$ cat src/logic/fpp_pkg.sv
// Constants, register map and types for the flash program/protect controller.
// Assumes a 25 MHz system clock and an AXI4-Lite register port with 32-bit data.
package fpp_pkg;
   localparam int unsigned CLK_HZ = 25000000;
   // Timing figures in nanoseconds, and derived cycle counts
   localparam int unsigned BYTE_PROGRAM_TIME_NS = 30000;
   localparam int unsigned NONVOLATILE_HOLD_TIME_NS = 5000;
   localparam int unsigned READ_RECOVERY_TIME_NS = 1000;
   localparam int unsigned CLK_PERIOD_NS = 1000000000 / CLK_HZ;
   localparam int unsigned PROG_CYC = (BYTE_PROGRAM_TIME_NS + CLK_PERIOD_NS - 1) / CLK_PERIOD_NS;
   localparam int unsigned NVH_CYC = (NONVOLATILE_HOLD_TIME_NS + CLK_PERIOD_NS - 1) / CLK_PERIOD_NS;
   localparam int unsigned RCV_CYC = (READ_RECOVERY_TIME_NS + CLK_PERIOD_NS - 1) / CLK_PERIOD_NS;
   localparam int unsigned TMR_W = 12;
   // Register byte offsets
   localparam logic [7:0] CTRL_OFS = 8'h00;
   localparam logic [7:0] ADDR_OFS = 8'h04;
   localparam logic [7:0] PROT_OFS = 8'h08;
   localparam logic [7:0] STAT_OFS = 8'h0c;
   localparam logic [7:0] TIMER_OFS = 8'h10;
   // Control fields
   localparam int unsigned CTRL_PGM_BIT = 0;
   localparam int unsigned CTRL_ERASE_BIT = 1;
   localparam int unsigned CTRL_MASS_BIT = 2;
   localparam int unsigned CTRL_HV_BIT = 3;
   // Status fields
   localparam int unsigned STAT_REFUSED_BIT = 0;
   localparam int unsigned STAT_PROT_HIT_BIT = 1;
   localparam int unsigned STAT_ANY_PROT_BIT = 2;
   localparam int unsigned STAT_TEST_V_BIT = 3;
   localparam int unsigned STAT_TIMER_BUSY_BIT = 4;
   localparam int unsigned STAT_PROT_READ_BIT = 5;
   // Timer select codes written to the timer register
   localparam logic [1:0] TSEL_PROG = 2'h1;
   localparam logic [1:0] TSEL_NVH = 2'h2;
   localparam logic [1:0] TSEL_RCV = 2'h3;
   // Reset values and address layout
   localparam logic [7:0] PROT_RESET = 8'hff;
   localparam logic [7:0] PROT_OPEN = 8'hff;
   localparam logic [15:0] FLASH_TOP = 16'hffff;
   localparam logic [15:0] FLASH_BASE = 16'hf000;
   localparam logic [15:0] WATCHDOG_SERVICE_LOCATION = 16'hffff;
   localparam logic [1:0] RESP_OKAY = 2'h0;
   localparam logic [1:0] RESP_SLVERR = 2'h2;
   // Bus write state
   typedef enum logic [2:0] {
      BUS_IDLE = 3'b001,
      BUS_RESP = 3'b010,
      BUS_HOLD = 3'b100
   } fpp_bus_t;
endpackage : fpp_pkg

$ cat src/logic/fpp_prot_if.sv
// Carrier between the controller and its range comparator.
// Assumes both ends sit in the same clock domain.
`timescale 1ns/1ps
`default_nettype none
interface fpp_prot_if;
   logic [7:0] prot_value;
   logic [15:0] target_addr;
   logic [15:0] start_addr;
   logic protected_hit;
   logic any_protected;
   modport ctrl (output prot_value, output target_addr, input start_addr, input protected_hit, input any_protected);
   modport cmp (input prot_value, input target_addr, output start_addr, output protected_hit, output any_protected);
endinterface : fpp_prot_if
`default_nettype wire

$ cat src/logic/fpp_range_cmp.sv
// Protected range comparator: maps protect value to a start address and checks a target.
// Assumes a 64 KB space whose flash tops out at the last address.
`timescale 1ns/1ps
`default_nettype none
module fpp_range_cmp
   import fpp_pkg::*;
(
   fpp_prot_if.cmp prot
);
   // Value selects a 64-byte granule; zero maps to the flash base, so all is protected
   always_comb begin
      if (prot.prot_value == 8'h00) begin
         prot.start_addr = FLASH_BASE;
      end else begin
         prot.start_addr = {2'b11, prot.prot_value, 6'h00};
      end
   end

   // Range runs to the top address; all ones leaves everything open
   assign prot.any_protected = (prot.prot_value != PROT_OPEN);
   assign prot.protected_hit = prot.any_protected && (prot.target_addr >= prot.start_addr)
                               && (prot.target_addr <= FLASH_TOP);
endmodule // fpp_range_cmp
`default_nettype wire

$ cat src/logic/fpp_ctrl.sv
// Flash program and protect controller with an AXI4-Lite register port.
// Assumes synchronous pin inputs and a flash macro driven by the control outputs.
//
// The AXI4-Lite interface to the registers and the register offsets were left to the implementer.
`timescale 1ns/1ps
`default_nettype none
module fpp_ctrl
   import fpp_pkg::*;
(
   input wire logic clk_sys_in,
   input wire logic rst_in,
   input wire logic test_entry_voltage_in,
   input wire logic [31:0] s_axi_awaddr,
   input wire logic s_axi_awvalid,
   output logic s_axi_awready,
   input wire logic [31:0] s_axi_wdata,
   input wire logic [3:0] s_axi_wstrb,
   input wire logic s_axi_wvalid,
   output logic s_axi_wready,
   output logic [1:0] s_axi_bresp,
   output logic s_axi_bvalid,
   input wire logic s_axi_bready,
   input wire logic [31:0] s_axi_araddr,
   input wire logic s_axi_arvalid,
   output logic s_axi_arready,
   output logic [31:0] s_axi_rdata,
   output logic [1:0] s_axi_rresp,
   output logic s_axi_rvalid,
   input wire logic s_axi_rready,
   output logic program_select_out,
   output logic erase_select_out,
   output logic mass_erase_out,
   output logic high_voltage_enable_out,
   output logic [15:0] target_addr_out,
   output logic monitor_entry_ok_out
);
   fpp_prot_if prot ();

   fpp_range_cmp u_cmp (
      .prot(prot.cmp)
   );

   logic pgm_q, pgm_d, ers_q, ers_d, mass_q, mass_d, hv_q, hv_d;
   logic [15:0] addr_q, addr_d;
   logic [7:0] bpv_q, bpv_d;
   logic refused_q, refused_d, prot_read_q, prot_read_d;
   logic [TMR_W-1:0] tmr_q, tmr_d;
   fpp_bus_t wst_q, wst_d;
   logic aw_got_q, aw_got_d, w_got_q, w_got_d;
   logic [7:0] awa_q, awa_d;
   logic [31:0] wdat_q, wdat_d;
   logic [3:0] wstb_q, wstb_d;
   logic [1:0] bresp_q, bresp_d;
   logic rvalid_q, rvalid_d;
   logic [31:0] rdata_q, rdata_d;
   logic [1:0] rresp_q, rresp_d;
   logic do_write, do_read, ofs_ok_w, ofs_ok_r;
   logic [31:0] stat_word;

   assign prot.prot_value = bpv_q;
   assign prot.target_addr = addr_q;

   // Write channel: address and data caught in either order
   assign s_axi_awready = (wst_q == BUS_IDLE) && !aw_got_q;
   assign s_axi_wready = (wst_q == BUS_IDLE) && !w_got_q;
   assign do_write = (wst_q == BUS_IDLE) && aw_got_q && w_got_q;
   assign ofs_ok_w = (awa_q == CTRL_OFS) || (awa_q == ADDR_OFS) || (awa_q == PROT_OFS) || (awa_q == TIMER_OFS);

   always_comb begin
      wst_d = wst_q;
      aw_got_d = aw_got_q;
      w_got_d = w_got_q;
      awa_d = awa_q;
      wdat_d = wdat_q;
      wstb_d = wstb_q;
      bresp_d = bresp_q;
      if (s_axi_awvalid && s_axi_awready) begin
         aw_got_d = 1'b1;
         awa_d = {s_axi_awaddr[7:2], 2'b00};
      end
      if (s_axi_wvalid && s_axi_wready) begin
         w_got_d = 1'b1;
         wdat_d = s_axi_wdata;
         wstb_d = s_axi_wstrb;
      end
      unique case (wst_q)
         BUS_IDLE: begin
            if (do_write) begin
               wst_d = BUS_RESP;
               aw_got_d = 1'b0;
               w_got_d = 1'b0;
               bresp_d = ofs_ok_w ? RESP_OKAY : RESP_SLVERR;
            end
         end
         BUS_RESP: begin
            if (s_axi_bready) begin
               wst_d = BUS_IDLE;
            end
         end
         default: begin
            wst_d = BUS_IDLE;
         end
      endcase
   end

   always_ff @(posedge clk_sys_in or posedge rst_in) begin
      if (rst_in) begin
         wst_q <= BUS_IDLE;
         aw_got_q <= 1'b0;
         w_got_q <= 1'b0;
         awa_q <= 8'h00;
         wdat_q <= 32'h0000_0000;
         wstb_q <= 4'h0;
         bresp_q <= RESP_OKAY;
      end else begin
         wst_q <= wst_d;
         aw_got_q <= aw_got_d;
         w_got_q <= w_got_d;
         awa_q <= awa_d;
         wdat_q <= wdat_d;
         wstb_q <= wstb_d;
         bresp_q <= bresp_d;
      end
   end

   assign s_axi_bvalid = (wst_q == BUS_RESP);
   assign s_axi_bresp = bresp_q;

   // Flash control state; protection gates every attempt at high voltage
   always_comb begin
      pgm_d = pgm_q;
      ers_d = ers_q;
      mass_d = mass_q;
      hv_d = hv_q;
      addr_d = addr_q;
      bpv_d = bpv_q;
      refused_d = refused_q;
      prot_read_d = prot_read_q;
      tmr_d = (tmr_q != '0) ? tmr_q - 1'b1 : tmr_q;
      if (do_write && wstb_q[0]) begin
         unique case (awa_q)
            CTRL_OFS: begin
               pgm_d = wdat_q[CTRL_PGM_BIT];
               ers_d = wdat_q[CTRL_ERASE_BIT];
               mass_d = wdat_q[CTRL_MASS_BIT] && !prot.any_protected;
               if (wdat_q[CTRL_PGM_BIT] && !pgm_q || wdat_q[CTRL_ERASE_BIT] && !ers_q) begin
                  prot_read_d = 1'b0; // New operation needs a fresh protect read
               end
               if (wdat_q[CTRL_HV_BIT] && !hv_q) begin
                  // Target compared before high voltage may rise
                  if (prot.protected_hit || (wdat_q[CTRL_MASS_BIT] && prot.any_protected)) begin
                     hv_d = 1'b0;
                     refused_d = 1'b1;
                  end else begin
                     hv_d = 1'b1;
                     refused_d = 1'b0;
                  end
               end else if (!wdat_q[CTRL_HV_BIT]) begin
                  hv_d = 1'b0;
               end
            end
            ADDR_OFS: begin
               addr_d = wdat_q[15:0];
            end
            PROT_OFS: begin
               // Locked value is changed only while test entry voltage is present
               if (test_entry_voltage_in) begin
                  bpv_d = wdat_q[7:0];
               end else begin
                  refused_d = 1'b1;
               end
            end
            TIMER_OFS: begin
               unique case (wdat_q[1:0])
                  TSEL_PROG: tmr_d = TMR_W'(PROG_CYC);
                  TSEL_NVH: tmr_d = TMR_W'(NVH_CYC);
                  TSEL_RCV: tmr_d = TMR_W'(RCV_CYC);
                  default: tmr_d = '0;
               endcase
            end
            default: begin
            end
         endcase
      end
      // Protect read comes last so it wins over a select write in the same cycle
      if (do_read && (s_axi_araddr[7:2] == PROT_OFS[7:2])) begin
         prot_read_d = 1'b1; // Software checked the protect value
      end
   end

   always_ff @(posedge clk_sys_in or posedge rst_in) begin
      if (rst_in) begin
         pgm_q <= 1'b0;
         ers_q <= 1'b0;
         mass_q <= 1'b0;
         hv_q <= 1'b0;
         addr_q <= 16'h0000;
         bpv_q <= PROT_RESET;
         refused_q <= 1'b0;
         prot_read_q <= 1'b0;
         tmr_q <= '0;
      end else begin
         pgm_q <= pgm_d;
         ers_q <= ers_d;
         mass_q <= mass_d;
         hv_q <= hv_d;
         addr_q <= addr_d;
         bpv_q <= bpv_d;
         refused_q <= refused_d;
         prot_read_q <= prot_read_d;
         tmr_q <= tmr_d;
      end
   end

   // Read channel, one outstanding read
   assign s_axi_arready = !rvalid_q;
   assign do_read = s_axi_arvalid && !rvalid_q;
   assign ofs_ok_r = (s_axi_araddr[7:0] == CTRL_OFS) || (s_axi_araddr[7:0] == ADDR_OFS)
                     || (s_axi_araddr[7:0] == PROT_OFS) || (s_axi_araddr[7:0] == STAT_OFS)
                     || (s_axi_araddr[7:0] == TIMER_OFS);
   always_comb begin
      stat_word = 32'h0000_0000;
      stat_word[STAT_REFUSED_BIT] = refused_q;
      stat_word[STAT_PROT_HIT_BIT] = prot.protected_hit;
      stat_word[STAT_ANY_PROT_BIT] = prot.any_protected;
      stat_word[STAT_TEST_V_BIT] = test_entry_voltage_in;
      stat_word[STAT_TIMER_BUSY_BIT] = (tmr_q != '0);
      stat_word[STAT_PROT_READ_BIT] = prot_read_q;
   end

   always_comb begin
      rvalid_d = rvalid_q;
      rdata_d = rdata_q;
      rresp_d = rresp_q;
      if (rvalid_q && s_axi_rready) begin
         rvalid_d = 1'b0;
      end
      if (do_read) begin
         rvalid_d = 1'b1;
         rresp_d = ofs_ok_r ? RESP_OKAY : RESP_SLVERR;
         unique case (s_axi_araddr[7:0])
            CTRL_OFS: rdata_d = {28'h0, hv_q, mass_q, ers_q, pgm_q};
            ADDR_OFS: rdata_d = {16'h0, addr_q};
            PROT_OFS: rdata_d = {24'h0, bpv_q};
            STAT_OFS: rdata_d = stat_word;
            TIMER_OFS: rdata_d = {{(32 - TMR_W){1'b0}}, tmr_q};
            default: rdata_d = 32'h0000_0000;
         endcase
      end
   end

   always_ff @(posedge clk_sys_in or posedge rst_in) begin
      if (rst_in) begin
         rvalid_q <= 1'b0;
         rdata_q <= 32'h0000_0000;
         rresp_q <= RESP_OKAY;
      end else begin
         rvalid_q <= rvalid_d;
         rdata_q <= rdata_d;
         rresp_q <= rresp_d;
      end
   end

   assign s_axi_rvalid = rvalid_q;
   assign s_axi_rdata = rdata_q;
   assign s_axi_rresp = rresp_q;

   // Flash macro controls straight from registers; monitor entry flag straight from the test voltage pin
   assign program_select_out = pgm_q;
   assign erase_select_out = ers_q;
   assign mass_erase_out = mass_q;
   assign high_voltage_enable_out = hv_q;
   assign target_addr_out = addr_q;
   assign monitor_entry_ok_out = test_entry_voltage_in;
endmodule // fpp_ctrl
`default_nettype wire

$ cat config.mk
export PLATFORM = sky130hd
export DESIGN_NAME = fpp_ctrl
export DESIGN_NICKNAME = d
export VERILOG_FILES = /design/src/logic/fpp_pkg.sv /design/src/logic/fpp_prot_if.sv /design/src/logic/fpp_range_cmp.sv /design/src/logic/fpp_ctrl.sv
export SDC_FILE = /design/constraint.sdc
export NUM_CORES = 1
export LEC_CHECK = 0
export ABC_AREA = 1
export BUFFER_PORTS_ARGS = -buffer_cell sky130_fd_sc_hd__buf_2
export CAP_MARGIN = 20
export CORE_MARGIN = 8
export CORE_UTILIZATION = 53
export DETAILED_ROUTE_END_ITERATION = 7
export PLACE_DENSITY = 0.85
export SYNTH_ARGS = -nofsm -noshare
export SYNTH_HDL_FRONTEND = slang
export SYNTH_HIERARCHICAL = 1
export SYNTH_SLANG_ARGS = --single-unit
$ cat constraint.sdc
create_clock -name clk_sys_in -period 5.3 [get_ports clk_sys_in]
set_input_delay 1.06 -clock clk_sys_in [delete_from_list [all_inputs] [get_ports clk_sys_in]]
set_output_delay 1.06 -clock clk_sys_in [all_outputs]
set_load 0.02 [all_outputs]
* Word-level counts from Yosys, hierarchy flattened
Cells that the tools add are included.
** Word-level totals
- Register bits :: 107
- Bits in latches :: 0
- Memory bits (writable) :: 0
- Memory bits (read-only) :: 0
- Input port bits :: 108
- Output and inout port bits :: 62
- Memories :: 0
** Cells by class
- Add/subtract/negate cells :: 1
- Multiply operators :: 0
- Div/mod/pow operators :: 0
- Order comparisons :: 2
- Eq/ne operators :: 19
- Shifts and indexed selects :: 0
- Multiplexer cells :: 30
- Bitwise operators :: 0
- Reductions and logical operators :: 50
** Operators by type and width (number)
- 16-bit case mux with 5 select lines :: 1
- 12-bit two-way mux :: 3
- 10-bit case mux with 3 select lines :: 1
- 8-bit logical NOT :: 3
- 1-bit two-way mux :: 18
- 1-bit logical AND :: 17
- 8-bit by 4-bit equality test with 1-bit output (second input constant) :: 2
- 16-bit greater-or-equal comparator :: 1
- 16-bit <= comparator (second input constant) :: 1
- 14-bit two-way mux :: 1
- 6-bit by 2-bit equality test with 1-bit output (second input constant) :: 2
- 12-bit nonzero test :: 1
- 12-bit by 1-bit subtractor with 12-bit output (second input constant) :: 1
- 2-bit nonzero test :: 5
- 1-bit logical OR :: 9
- 3-bit AND reduction :: 3
- 8-bit by 3-bit equality test with 1-bit output (second input constant) :: 1
- 8-bit by 5-bit equality test with 1-bit output (second input constant) :: 1
- 8-bit inequality test (second input constant) :: 1
- 2-bit AND reduction :: 4
- 1-bit logical NOT :: 7
- 6-bit by 1-bit equality test with 1-bit output (second input constant) :: 1
- 6-bit by 3-bit equality test with 1-bit output (second input constant) :: 1
- 3-bit two-way mux :: 2
- other kinds (10) :: 15

* Logic depth before layout (Yosys ltp)
- Depth in word-level cells :: 9
- Depth in mapped cells :: 14
- Gate-level depth less buffers :: 14

* By module
The synthesis kept the hierarchy.
** Modules (own cells, without submodules)
- fpp_ctrl :: instances 1, cells each 524, area each 4415.5 µm², seq. area each 2213.4 µm²
- fpp_range_cmp :: instances 1, cells each 79, area each 416.6 µm², seq. area each 0.0 µm²

* Worst setup path after synthesis
No wires, ideal clock.
- Path kind :: input to output
- Start point :: input port test_entry_voltage_in
- End point :: output port monitor_entry_ok_out
- Arrival :: 1.194 ns
- Required time :: 4.240 ns
- Path slack :: 3.046 ns
- Cell stages on the path :: 1
- Cells stage by stage :: buf_4
** RTL lines
- start: declaration :: RTL line fpp_ctrl.sv:12 : input wire logic test_entry_voltage_in,
- end: declaration :: RTL line fpp_ctrl.sv:35 : output logic monitor_entry_ok_out
No word-level cell between the ends.

* Worst setup path in the final report
- Start point :: register wst_q[0]
- End point :: output port s_axi_awready
** Between the ends
- Longest elaborated chain between the ends :: 2
** Ends and longest elaborated chain
- start: declaration :: RTL line fpp_ctrl.sv:48 : fpp_bus_t wst_q, wst_d;
- start signal: assignment :: RTL line fpp_ctrl.sv:116 : wst_q <= wst_d;
- 3-bit by 1-bit equality test with 1-bit output :: RTL line fpp_ctrl.sv:64 : assign s_axi_awready = (wst_q == BUS_IDLE) && !aw_got_q;
- 1-bit logical AND :: RTL line fpp_ctrl.sv:64
- end: declaration :: RTL line fpp_ctrl.sv:15 : output logic s_axi_awready,
Every way passes these cells.

==> flow_summary.yaml <==
die:
  start_util_pct: 54.60
  core_um2: 8678
  die_w_um: 110.6
  dieHeight_um: 110.6
  row_count: 34
  pin_count: 170
  die_area_um2: 12220
worst_setup_path:
  reg2reg_to: "refused_q$_DFFE_PP0P_"
  critPathCaptureType: "primary output"
  worstPathRequired_ns: 4.24
  arrival_ns: 1.35
  worstReg2RegStart: "bpv_q[4]$_DFFE_PP1P_"
  worstSetupPathType: "flop to primary output"
  cp-start-kind: "flop"
  rr_worst_depth: 13
  cp_max_fo: 3
  rrSetupSlack_ns: 3.15
sta:
  setup_tns_ns: 0
  hold_viol_final: 0
  fmax_mhz: 415.7
  relSlewSlack_pct: 56.53
  final-setup-viol-count: 0
  slew_violations: 0
  period_share_pct: 45.39
  skew_ns: 0.01023
  fin_crit_ns: 2.406
  setup_slack_ns: 2.894
  hold_slack_ns: 0.4824
  worst_pin_slew_ns: 0.6505
  rsz0062_at_grt: "false"
global_routing:
  grt_max_degree: 53
  grt_overflow: 0
  antenna_found_initial: 0
  first_global_vias: 4044
  grt_pass1_wl_um: 19170
  grt_use_total_pct: 18.74
pwr:
  p_comb_share_pct: 38.2
  p_leak_nw: 2.892
  p_sw_mw: 1.092
  p_int_mw: 1.535
  p_clk_share_pct: 19.9
  powerDensity_nw_per_um2: 490.2
  switching_share_pct: 41.56
  p_seq_share_pct: 41.9
  irDropWorstVdd_mv: 0.3103
finish:
  drive_above_1_share_pct: 21.88
  final-seq-area_um2: 2213
  diodes: 0
  multi_input_area_um2: 2068
  fin_nets: 788
  stdcell_count: 780
  fin_area_um2: 5358
  syn_to_final_growth_pct: 13.07
  final_cell_mix: "nand2_1 (152), buf_2 (82), dfrtp_1 (79), inv_1 (74), nor2_1 (65)"
  fillers: 742
  final_common_cell: "nand2_1"
synthesis:
  syn_avg_cell_area_um2: 8.086
  ys_warn_count: 6
  netlist_area_um2: 4738
  syn_inst: 586
hold_path:
  hp-start: "s_axi_rdata[8]$_DFFE_PP0P_"
  min_to: "s_axi_rdata[8]$_DFFE_PP0P_"
  hp-class: "flop to flop"
  whs_path_depth: 2
clock_network:
  cts_sinks: 88
  cts_root_buf: "clkbuf_8"
  cts_buffers: 9
  clockBufferDepth: 2
  cts.reportedPaths.clkPinSlew_ns: 0.09
  cts_resized: 0
  h-tree-depth: 3
  tritoncts: "yes"
  postCtsSetupRepairBufs: 0
  clk_latency_ns: 0.36
  holdBufCountCts: 0
place:
  placed_cells: 764
  gp_congestion: 0.8805
  hpwl_um: 8635
  place_ws_ns: 2.589
  post_dp_cell_area_um2: 5135
  io_buffers: 82
job:
  maxCapViolCount: 0
routing:
  drc: 0
  wire_per_inst_um: 14.70
  firstDrtPassIters: 5
  routed_wl_um: 11460
  via_per_inst: 5.191
  drtIter0Drc: 241
  ant_nets: 0
  vias: 4049
run_status:
  outcome: "completed"
## power by group through the flow
stage	sequential [mW]	clock [mW]	combinational [mW]
CTS	1.09	0.525	1.00
global placement	1.09	0	0.948
floorplan	1.13	0	0.688
global route	1.12	0.553	1.13
detailed placement	1.10	0	0.996
finish	1.10	0.522	1.00
## flip-flops by register name, summed over array words and instances (netlist names), 2 cells and up
name,count
s_axi_rdata,16
wst_q,2
bpv_q,8
awa_q,6
wdat_q,16
tmr_q,12
target_addr_out,16
## worst max-delay path by stage
stage                              start                    endpoint  slack [ns]  depth (start not counted)
finish              wst_q[0]$_DFFE_PP1P_               s_axi_awready        2.89                          3
global placement           s_axi_arvalid  s_axi_rdata[1]$_DFFE_PP0P_        2.66                          6
global route               s_axi_arvalid  s_axi_rdata[3]$_DFFE_PP0P_        2.71                          6
CTS                 wst_q[0]$_DFFE_PP1P_               s_axi_awready        2.87                          3
detailed placement         s_axi_arvalid  s_axi_rdata[3]$_DFFE_PP0P_        2.59                          6
floorplan                         rst_in          aw_got_q$_DFF_PP0_        1.98                          1
## cell type report
cell class	count	share of cell area, %
clock inverter	4	1.448
inverter	79	5.605
timing repair buffer	83	7.800
multi-input combinational	406	38.60
clock buffer	12	2.709
tap	108	2.522
sequential	88	41.31
## routing by layer
layer / share of wire [%] / up-vias / track usage, % / routed length [um]
met5: 0 / - / 0 / 0
met4: 1.9 / 0 / 6.937 / 219
met3: 6.5 / 21 / 5.303 / 749
met2: 49 / 160 / 31.12 / 5611
met1: 43 / 1885 / 22.56 / 4882
li1: - / 1983 / - / -
## stage by stage
stage | utilization (%) | total power, mW
finish | 61.74 | 2.626
global route | 61.74 | 2.808
CTS | 61.74 | 2.623
detailed placement | 59.17 | 2.101
global placement | 59.17 | 2.041
floorplan | - | 1.822
## critical path, cell delays in order (launching register included)
cell and delay, ns:
dfstp_2 0.57, nand2_1 0.10, nor2_1 0.13, buf_2 0.18
Power figures use the tool's default switching activity.
